===== src/hw/edsp_pkg.sv =====
package edsp_pkg;

    // Address widths
    localparam int BASE_W = 16;
    localparam int PAGE_W = 10;
    localparam int OFS_W = 15;
    localparam int EXT_W = PAGE_W + OFS_W;

    // Top bit of the base effective address selects the paged half
    localparam int EA_TOP_BIT = 15;

    // Page register values
    localparam logic [PAGE_W-1:0] PAGE_ZERO = 10'h000;
    localparam logic [PAGE_W-1:0] PAGE_RESET = 10'h001;

    // One core access request
    typedef struct packed {
        logic valid;
        logic write;
        logic [BASE_W-1:0] addr;
    } edsp_req_t;

    // One translated access
    typedef struct packed {
        logic valid;
        logic write;
        logic [EXT_W-1:0] addr;
    } edsp_xlat_t;

    // Software update of a page register
    typedef struct packed {
        logic wr_en;
        logic [PAGE_W-1:0] value;
    } edsp_page_wr_t;

endpackage : edsp_pkg


===== src/hw/edsp_xlate.sv =====
`timescale 1ns/1ps
// Summary of operation
// - Lower-half base addresses are reachable whatever the pages hold.
// - With the top address bit clear the access lands in extended page 0.
// - An upper-half access through a zero page raises an address error.
// - Reset loads both the read page and the write page with one.
// - A write of zero to a page register is ignored, the old value kept.
// - Pages other than 0 are reached only by upper-half base addresses.
// - An upper-half address is the page times 32 KB plus the low 15 bits.
module edsp_xlate (
    // Clock and reset
    input wire logic mclk,
    input wire logic arst_n,
    // Core access request
    input wire edsp_pkg::edsp_req_t core_req,
    // Software page register updates
    input wire edsp_pkg::edsp_page_wr_t data_read_page_wr,
    input wire edsp_pkg::edsp_page_wr_t data_write_page_wr,
    // Translated access and trap
    output edsp_pkg::edsp_xlat_t ext_acc,
    output logic addr_error_trap,
    // Current page register contents
    output logic [edsp_pkg::PAGE_W-1:0] data_read_page,
    output logic [edsp_pkg::PAGE_W-1:0] data_write_page
);

    // Page register entries, one per access direction
    localparam int NUM_PAGES = 2;
    localparam int RD_PAGE = 0;
    localparam int WR_PAGE = 1;

    // Fields of the core request
    logic req_valid;
    logic req_write;
    logic [edsp_pkg::BASE_W-1:0] req_addr;

    // Paged half select
    logic effective_address_top_bit;

    // In-page offset
    logic [edsp_pkg::OFS_W-1:0] low_bits;

    // Page register storage, addressed by the access direction
    edsp_pkg::edsp_page_wr_t page_wr [NUM_PAGES];
    logic [edsp_pkg::PAGE_W-1:0] page_q [NUM_PAGES];
    logic [edsp_pkg::PAGE_W-1:0] page_d [NUM_PAGES];

    // Per-entry update acceptance and zero flag
    logic [NUM_PAGES-1:0] page_take;
    logic [NUM_PAGES-1:0] page_zero;

    // Page selected for the current access
    logic sel_idx;
    logic [edsp_pkg::PAGE_W-1:0] data_page_select;
    logic sel_zero;

    // Access classification
    logic lower_hit;
    logic upper_hit;
    logic upper_ok;
    logic upper_bad;

    // Extended address pieces
    logic [edsp_pkg::PAGE_W-1:0] eff_page;
    logic [edsp_pkg::EXT_W-1:0] ext_addr;

    // Translated access, next and registered
    logic acc_valid_d;
    logic acc_valid_q;
    logic acc_write_d;
    logic acc_write_q;
    logic [edsp_pkg::EXT_W-1:0] acc_addr_d;
    logic [edsp_pkg::EXT_W-1:0] acc_addr_q;

    // Trap pulse, next and registered
    logic trap_d;
    logic trap_q;

    // Split the core request into its fields
    assign req_valid = core_req.valid;
    assign req_write = core_req.write;
    assign req_addr = core_req.addr;

    // Top bit picks the paged half
    assign effective_address_top_bit = req_addr[edsp_pkg::EA_TOP_BIT];

    // The rest of the base address is the in-page offset
    assign low_bits = req_addr[edsp_pkg::OFS_W-1:0];

    // Software updates gathered per page entry
    assign page_wr[RD_PAGE] = data_read_page_wr;
    assign page_wr[WR_PAGE] = data_write_page_wr;

    // One page register per access direction; a zero write is dropped
    // at the input, so a register never leaves the legal page range
    genvar gi;
    generate
        for (gi = 0; gi < NUM_PAGES; gi = gi + 1)
        begin : g_page
            // A zero value never enters the register
            assign page_take[gi] = page_wr[gi].wr_en
                && (page_wr[gi].value != edsp_pkg::PAGE_ZERO);

            // New page when taken, old page otherwise
            assign page_d[gi] = page_take[gi] ? page_wr[gi].value
                : page_q[gi];

            // Zero page flag, the trap's guard
            assign page_zero[gi] = (page_q[gi] == edsp_pkg::PAGE_ZERO);

            // Page register, reset to the first page above page 0
            always_ff @(posedge mclk or negedge arst_n)
            begin
                if (!arst_n)
                begin
                    page_q[gi] <= edsp_pkg::PAGE_RESET;
                end
                else
                begin
                    page_q[gi] <= page_d[gi];
                end
            end
        end
    endgenerate

    // Reads use the read entry, writes the write entry
    assign sel_idx = req_write;

    // Selected page and its zero flag
    assign data_page_select = page_q[sel_idx];
    assign sel_zero = page_zero[sel_idx];

    // Lower half always lands in page 0
    assign lower_hit = req_valid && !effective_address_top_bit;

    // Upper half goes through the selected page
    assign upper_hit = req_valid && effective_address_top_bit;

    // Upper-half access through a zero page is refused with a trap;
    // out of reach while zero writes are dropped, kept as a guard
    assign upper_bad = upper_hit && sel_zero;
    assign upper_ok = upper_hit && !sel_zero;

    // Page 0 for the lower half, the selected page for the upper half
    assign eff_page = effective_address_top_bit
        ? data_page_select : edsp_pkg::PAGE_ZERO;

    // Page value times 32 KB plus the in-page offset
    assign ext_addr = {eff_page, low_bits};

    // Passed on unless trapped
    assign acc_valid_d = lower_hit || upper_ok;

    // Direction and address travel with the access
    assign acc_write_d = req_write;
    assign acc_addr_d = ext_addr;

    // Next trap pulse
    assign trap_d = upper_bad;

    // Access valid pulse, one cycle per accepted request
    always_ff @(posedge mclk or negedge arst_n)
    begin
        if (!arst_n)
        begin
            acc_valid_q <= 1'b0;
        end
        else
        begin
            acc_valid_q <= acc_valid_d;
        end
    end

    // Access direction
    always_ff @(posedge mclk or negedge arst_n)
    begin
        if (!arst_n)
        begin
            acc_write_q <= 1'b0;
        end
        else
        begin
            acc_write_q <= acc_write_d;
        end
    end

    // Extended address
    always_ff @(posedge mclk or negedge arst_n)
    begin
        if (!arst_n)
        begin
            acc_addr_q <= '0;
        end
        else
        begin
            acc_addr_q <= acc_addr_d;
        end
    end

    // Trap pulse, one cycle per refused access
    always_ff @(posedge mclk or negedge arst_n)
    begin
        if (!arst_n)
        begin
            trap_q <= 1'b0;
        end
        else
        begin
            trap_q <= trap_d;
        end
    end

    // Translated access output
    assign ext_acc = '{
        valid: acc_valid_q,
        write: acc_write_q,
        addr: acc_addr_q
    };

    // Trap and page outputs
    assign addr_error_trap = trap_q;
    assign data_read_page = page_q[RD_PAGE];
    assign data_write_page = page_q[WR_PAGE];

endmodule : edsp_xlate


===== config.mk =====
export PLATFORM = sky130hd
export DESIGN_NAME = edsp_xlate
export DESIGN_NICKNAME = d
export VERILOG_FILES = /design/src/hw/edsp_pkg.sv /design/src/hw/edsp_xlate.sv
export SDC_FILE = /design/constraint.sdc
export NUM_CORES = 1
export LEC_CHECK = 0
export BUFFER_PORTS_ARGS = -buffer_cell sky130_fd_sc_hd__buf_2
export CORE_UTILIZATION = 44
export DETAILED_ROUTE_END_ITERATION = 12
export GPL_TIMING_DRIVEN = 0
export PLACE_DENSITY_LB_ADDON = 0.3
export SYNTH_ARGS = -nofsm -noshare
export SYNTH_HDL_FRONTEND = slang
export SYNTH_SLANG_ARGS = --single-unit

===== constraint.sdc =====
create_clock -name mclk -period 1.4 [get_ports mclk]
set_input_delay 0.21 -clock mclk [delete_from_list [all_inputs] [get_ports mclk]]
set_output_delay 0.21 -clock mclk [all_outputs]
set_load 0.02 [all_outputs]

==> summary.txt, run 1 <==
Worst setup path
  • Worst path arrival time: 1660 ps
  • Worst r2r dst: acc_valid_q
  • Sequence of cells on the critical path: buf_6 -> or4_4 -> o41ai_4 -> buf_4 -> mux2_4
  • Flop2flop setup slack: 150 ps
  • CP max stage delay: 530 ps
  • Reg2reg path depth: 3
  • Crit path required time: 1580 ps
  • CP max-delay cell: or4_4
  • Critical path type: in -> reg
  • R2r startpoint: data_write_page[7]
  • CP Depth: 5
  • CP top delay family: simple AND/OR/NAND/NOR gates
  • CP Capture Type: flip-flop
  • CP Capture Point: data_write_page[7]
  • Worst setup startpoint: data_write_page_wr[2]
  • Crit path buffers/inverters: 2
  • Crit Path Max Fanout: 4
  • Startpoint Class: input port

Worst hold path
  • Hold Path Class: in -> reg

Synthesis
  • Most common cell in the synthesized netlist: dfrtp_1
  • Synth Flop Type: dfrtp_1
  • Fraction of registers with async set/reset: 1.00
  • Largest area contributor in the netlist: dfrtp_1
  • Syn Std Cell Area: 1750 um2
  • Seq/Total Area, Yosys: 0.687
  • Synth area leaders: dfrtp_1, a22o_1, mux2i_1, mux2_2, nor2b_1
  • Yosys warns: 0
  • Syn Nets: 152
  • Number of enable flip-flop cells after synthesis: 0
  • Post-synth top area share: 0.657
  • #FFs+latches synth: 48
  • Most common library cells after synthesis: dfrtp_1, a22o_1, mux2i_1, nor2b_1, mux2_2
  • Post-synth cell types: 17
  • Synth Instances: 110
  • Syn_area_per_cell: 15.9 um2

Floorplanning
  • Die Ht: 65.1 um
  • Die area: 4240 um2
  • I/O pin cnt: 90
  • Core ar.: 3740 um2
  • Starting Density: 0.468
  • Num rows: 22
  • Width of the die: 65.1 um

STA
  • Final Skew: 8.70 ps
  • Hold WS: 20.4 ps
  • Finish-stage setup viols: 8
  • Tmin final: 1480 ps
  • Final period util: 1.05
  • Worst slew pin tran: 1000 ps
  • Unrepaired setup endpoints after global routing: true
  • Fin worst setup slack: -75.0 ps
  • Final hold violation count: 0
  • Fmax: 0.678 GHz
  • Slew Limit Fails: 0
  • Slew HR: 0.332

Detailed routing
  • Via count: 1304
  • DR pass1 iterations: 4
  • Final WL: 3950 um
  • 1st-iter DRT viols: 40
  • Via/cell ratio: 4.92
  • Drt wl/cell: 14.9 um
  • DRT antenna net count: 0
  • Remaining DRCs: 0

Power and ir drop
  • Flop pwr share: 0.459
  • Lkg Pwr: 1.33 nW
  • NetSw: 800 uW
  • VDD IR max: 0.752 mV
  • Power Dens Cells: 1330 nW/um2
  • Final Power: 3.43 mW
  • Clock group share of total power: 0.384
  • Sw frac: 0.234
  • Cell internal pwr: 2.63 mW
  • Comb pwr share: 0.157

CTS
  • Clock buffer depth: 2
  • Worst-skew pair later-pin latency: 300 ps
  • Root Driver: clkbuf_8
  • CTS Sinks: 48
  • Reg clk slew, reported paths: 80 ps
  • Num CTS Buffers: 5
  • CTS tree: done
  • Number of H-tree levels: 2

Placed design
  • Cell total after placement: 245
  • Buffers on Ports: 87
  • Dpl hpwl: 2940 um
  • Place WS: -605 ps
  • RD Place Congestion: 0.763
  • Cell Area, Placed: 2250 um2

Finish
  • Final net count: 258
  • Area delta synth->final: 47.0%
  • Post-route insts no fill: 265
  • Diode count: 0
  • Share of cells above drive strength 1: 0.553
  • Final instance area: 2580 um2

Global routing
  • Initial antenna violation count: 0
  • Vias in the first global route: 1323
  • Grt ovf: 0
  • Largest net degree at the start of global routing: 49
  • Overall routing resource usage: 0.204
  • First-pass GRT wire length: 6150 um

Outcome
  • Outcome: finished, violations left
  • Violated checks: setup timing

Run
  • Max-Cap Viols: 0
==> layer usage <==
layer  track usage  vias to the layer above  routed length [um]
li1              -                      611                   -
met1         0.237                      643                1570
met2         0.352                       44                2110
met3        0.0660                        6                 213
met4        0.0761                        0                  56
met5             0                        -                   0
==> layout make-up <==
| cell class | instances | area (um2) |
|---|---|---|
| clock inverter | 3 | 90.1 |
| sequential | 48 | 1200 |
| timing repair buffer | 99 | 567 |
| fill | 301 | 1170 |
| buffer | 6 | 30.0 |
| clock buffer | 5 | 68.8 |
| multi-input combinational | 56 | 557 |
| tap | 48 | 60.1 |
==> layout by cell type (no fill, tap or decap), drive strengths merged <==
| cell type | count |
|---|---|
| mux2 | 8 |
| clkbuf | 8 |
| nor2b | 10 |
| dlygate4sd3 | 5 |
| and3 | 1 |
| nand3 | 2 |
| or4 | 4 |
| dfstp | 2 |
| a21boi | 1 |
| nor4 | 3 |
| buf | 97 |
| a22o | 12 |
| nor4b | 3 |
| dfrtp | 46 |
| bufinv | 3 |
| o41ai | 2 |
| mux2i | 10 |
==> what timing repair did <==
| action | 4_1_cts | 5_1_grt |
|---|---|---|
| resized for setup | 13 | 2 |
| cloned | 0 | 0 |
| setup endpoints to repair | 20 | 11 |
| endpoints found under the hold margin | 0 | 5 |
| setup buffers | 7 | 0 |
| pin swaps | 4 | 3 |
| hold buffers | 0 | 5 |
==> flip-flops by register name, summed over array words and instances (netlist names) <==
name and cells:
data_read_page 10, data_write_page 10, acc_valid_q 1, addr_error_trap 1, acc_addr_q 25, acc_write_q 1
==> worst min-delay path by stage <==
stage / start / to / slack [ps] / cells after the start
3_5_place_dp: core_req[10] / acc_addr_q[10] / 320 / 1
6_report: core_req[3] / acc_addr_q[3] / 20 / 1
2_1_floorplan: arst_n / acc_addr_q[0] / -90 / 0
4_1_cts: core_req[10] / acc_addr_q[10] / 0.5 / 1
5_1_grt: core_req[11] / acc_addr_q[11] / 4 / 1
3_3_place_gp: core_req[12] / acc_addr_q[12] / 320 / 1
==> through the flow <==
step                      TNS (ps)   util
after global placement       -7890  0.601
after global routing          -525  0.688
after detailed placement     -8700  0.601
after CTS                     -128  0.671
after floorplan              -4080      -
final                         -367  0.688
==> power by group through the flow <==
stage | clock network [mW] | registers, mW | logic [mW]
after floorplan | 0 | 1.71 | 0.138
after global placement | 0 | 1.59 | 0.475
after detailed placement | 0 | 1.60 | 0.487
after CTS | 1.34 | 1.57 | 0.527
after global routing | 1.42 | 1.58 | 0.575
final | 1.32 | 1.57 | 0.536
==> kinds of logic (layout without fill, tap and decap cells) <==
| kind of cell | after synthesis | after routing | share of synthesized area |
|---|---|---|---|
| compound gates | 15 | 15 | 0.0956 |
| mux | 18 | 18 | 0.108 |
| buf+inv | 6 | 113 | 0.0171 |
| flops | 48 | 48 | 0.687 |
| simple gates | 23 | 23 | 0.0921 |
==> worst reg2reg max path: cells and delay by family, from the launching register on <==
family	cells	cell delay [ps]
AND/OR/NAND/NOR	3	710
flip-flops	1	430
No activity file was read; power rests on OpenSTA's default activity.
==> run 2: changes to the inputs <==
--- a/config.mk
+++ b/config.mk
@@ -6,10 +6,11 @@
 export NUM_CORES = 1
 export LEC_CHECK = 0
 export BUFFER_PORTS_ARGS = -buffer_cell sky130_fd_sc_hd__buf_2
+export CORE_ASPECT_RATIO = 1.2
 export CORE_UTILIZATION = 44
 export DETAILED_ROUTE_END_ITERATION = 12
-export GPL_TIMING_DRIVEN = 0
 export PLACE_DENSITY_LB_ADDON = 0.3
+export SKIP_LAST_GASP = 1
 export SYNTH_ARGS = -nofsm -noshare
 export SYNTH_HDL_FRONTEND = slang
 export SYNTH_SLANG_ARGS = --single-unit
==> run 2 against run 1 <==
  * The flow still finishes with violations (setup timing)
  * Via count is 7.1% higher
  * Critical path depth is the same
  * Global-route usage rose by 0.26 points
  * Largest power group unchanged
==> summary.txt, run 2 (same netlist as run 1, synthesis figures left out) <==
Outcome
  • Outcome: finished, violations left (unchanged)
  • Violated checks: setup timing (unchanged)

Finish
  • Largest register by flop count: acc_addr_q (unchanged)
  • Commonest non-fill, non-tap cell in the layout: buf_2 (unchanged)
  • Commonest cells after routing, fill and taps aside: buf_2, dfrtp_1, buf_4 (was buf_2, dfrtp_1, a22o_1)
  • Area delta synth->final: 49.9% (was 47.0%)
  • Fillers: 282 (was 301)
  • Post-route insts no fill: 279 (was 265)
  • Diode count: 0 (unchanged)
  • Share of cells above drive strength 1: 0.590 (was 0.553)
  • Largest register FFs: 25 (unchanged)
  • Final net count: 268 (was 258)

Global routing
  • Overall routing resource usage: 0.207 (was 0.204)
  • First-pass GRT wire length: 6380 um (was 6150 um)
  • Grt ovf: 0 (unchanged)
  • Largest net degree at the start of global routing: 34 (was 49)
  • Initial antenna violation count: 0 (unchanged)
  • Vias in the first global route: 1345 (was 1323)

STA
  • Worst slew pin tran: 369 ps (was 1000 ps)
  • Final Skew: 4.53 ps (was 8.70 ps)
  • Tmin final: 1460 ps (was 1480 ps)
  • Slew HR: 0.752 (was 0.332)
  • Fmax: 0.686 GHz (was 0.678 GHz)
  • Final period util: 1.04 (was 1.05)
  • Final hold violation count: 0 (unchanged)
  • Fin worst setup slack: -57.9 ps (was -75.0 ps)
  • Finish-stage setup viols: 8 (unchanged)
  • Unrepaired setup endpoints after global routing: true (unchanged)
  • Slew Limit Fails: 0 (unchanged)
  • TNS Setup: -373 ps (was -367 ps)

Power and ir drop
  • Lkg Pwr: 1.37 nW (was 1.33 nW)
  • Final Power: 3.10 mW (was 3.43 mW)
  • Power Dens Cells: 1180 nW/um2 (was 1330 nW/um2)
  • VDD IR max: 0.736 mV (was 0.752 mV)

Worst hold path
  • Hold Path Cell Cnt: 1 (unchanged)
  • HP Start: core_req[2] (was core_req[3])
  • Hold EP: acc_addr_q[2] (was acc_addr_q[3])
  • Hold Path Class: in -> reg (unchanged)

Detailed routing
  • DR pass1 iterations: 4 (unchanged)
  • 1st-iter DRT viols: 40 (unchanged)
  • Remaining DRCs: 0 (unchanged)
  • DRT antenna net count: 0 (unchanged)
  • Final WL: 4090 um (was 3950 um)
  • Via count: 1397 (was 1304)
  • Via/cell ratio: 5.01 (was 4.92)
  • Drt wl/cell: 14.6 um (was 14.9 um)

Placed design
  • Buffers on Ports: 89 (was 87)
  • Cell total after placement: 261 (was 245)
  • Dpl hpwl: 3150 um (was 2940 um)
  • RD Place Congestion: 0.795 (was 0.763)

Worst setup path
  • Flop2flop setup slack: 130 ps (was 150 ps)
  • R2r startpoint: data_read_page[5] (was data_write_page[7])
  • Crit path required time: 1590 ps (was 1580 ps)
  • Critical path type: in -> reg (unchanged)
  • Reg2reg path depth: 3 (unchanged)
  • Worst r2r dst: acc_valid_q (unchanged)
  • Worst path arrival time: 1640 ps (was 1660 ps)
  • Startpoint Class: input port (unchanged)
  • CP Capture Type: flip-flop (unchanged)
  • Crit Path Max Fanout: 4 (unchanged)

CTS
  • CTS tree: done (unchanged)
  • Reg clk slew, reported paths: 80 ps (about the same)
  • Worst-skew pair later-pin latency: 290 ps (was 300 ps)
  • Number of H-tree levels: 2 (unchanged)
  • Root Driver: clkbuf_8 (unchanged)
  • CTS Sinks: 48 (unchanged)
  • Num CTS Buffers: 5 (unchanged)
  • Clock buffer depth: 2 (unchanged)

Floorplanning
  • Die Ht: 71.1 um (was 65.1 um)
  • Core ar.: 3720 um2 (was 3740 um2)
  • Starting Density: 0.471 (was 0.468)
  • I/O pin cnt: 90 (unchanged)
  • Num rows: 24 (was 22)
  • Width of the die: 59.6 um (was 65.1 um)
  • Die area: 4240 um2 (about the same)

Run
  • Max-Cap Viols: 0 (unchanged)
-- run 2: cell count changes in the layout (fill, tap and decap cells not counted) --
cell,delta
buf_12,+1
clkinv_2,+1
buf_2,+1
clkbuf_1,-2
buf_4,+13
buf_1,-1
bufinv_16,-2
dlygate4sd3_1,-1
-- run 2: stage by stage --
| step | utilization | hold slack [ps] | worst slack [ps] | cell area, um2 |
|---|---|---|---|---|
| after global placement | 0.635 | 140 | -381 | 2370 |
| after global routing | 0.706 | 3.36 | -88.8 | 2630 |
| final | 0.706 | 19.7 | -57.9 | 2630 |
| after CTS | 0.689 | 8.22 | -49.2 | 2560 |
| after detailed placement | 0.635 | 150 | -421 | 2370 |
| after floorplan | - | -85.6 | -354 | 1750 |
-- run 2: how the worst max path moves through the flow --
| stage | end | start | cells after the start | slack (ps) |
|---|---|---|---|---|
| floorplan | data_read_page[4] | data_read_page_wr[7] | 3 | -350 |
| global placement | data_read_page[6] | data_read_page_wr[7] | 4 | -380 |
| detailed placement | data_read_page[7] | data_read_page_wr[7] | 4 | -420 |
| CTS | data_write_page[4] | data_write_page_wr[2] | 5 | -50 |
| global route | data_read_page[4] | data_read_page_wr[8] | 5 | -90 |
| finish | data_write_page[4] | data_write_page_wr[1] | 5 | -60 |
-- run 2: where the power goes --
group,total (mW),switching (mW),internal (mW)
combinational,0.582,0.310,0.272
clock,0.950,0.420,0.530
sequential,1.56,0.0730,1.49
total,3.10,0.803,2.29
-- run 2: cell type report --
class | count | area, um2 | area share
clock inverter | 2 | 35.0 | 0.0133
clock buffer | 6 | 72.6 | 0.0276
multi-input combinational | 56 | 557 | 0.212
tap | 52 | 65.1 | 0.0248
sequential | 48 | 1200 | 0.458
timing repair buffer | 115 | 694 | 0.264
-- run 2: timing repair --
action,in CTS,in global routing
endpoints found under the hold margin,14,3
setup buffers,4,2
pin swaps,4,3
endpoints found under the setup margin,14,14
hold buffers,1,3
gates resized for setup,12,3
-- run 2: critical path, stage by stage --
cell     delay [ps]
buf_6            90
or4_4           540
o41ai_4         310
buf_4           190
mux2_4          300
-- run 2: routing by layer --
layer,vias up,share of wire,global-route usage
met5,-,0,0
met1,670,0.39,0.255
li1,632,-,-
met4,0,0.023,0.0982
met3,10,0.10,0.0768
met2,85,0.48,0.318
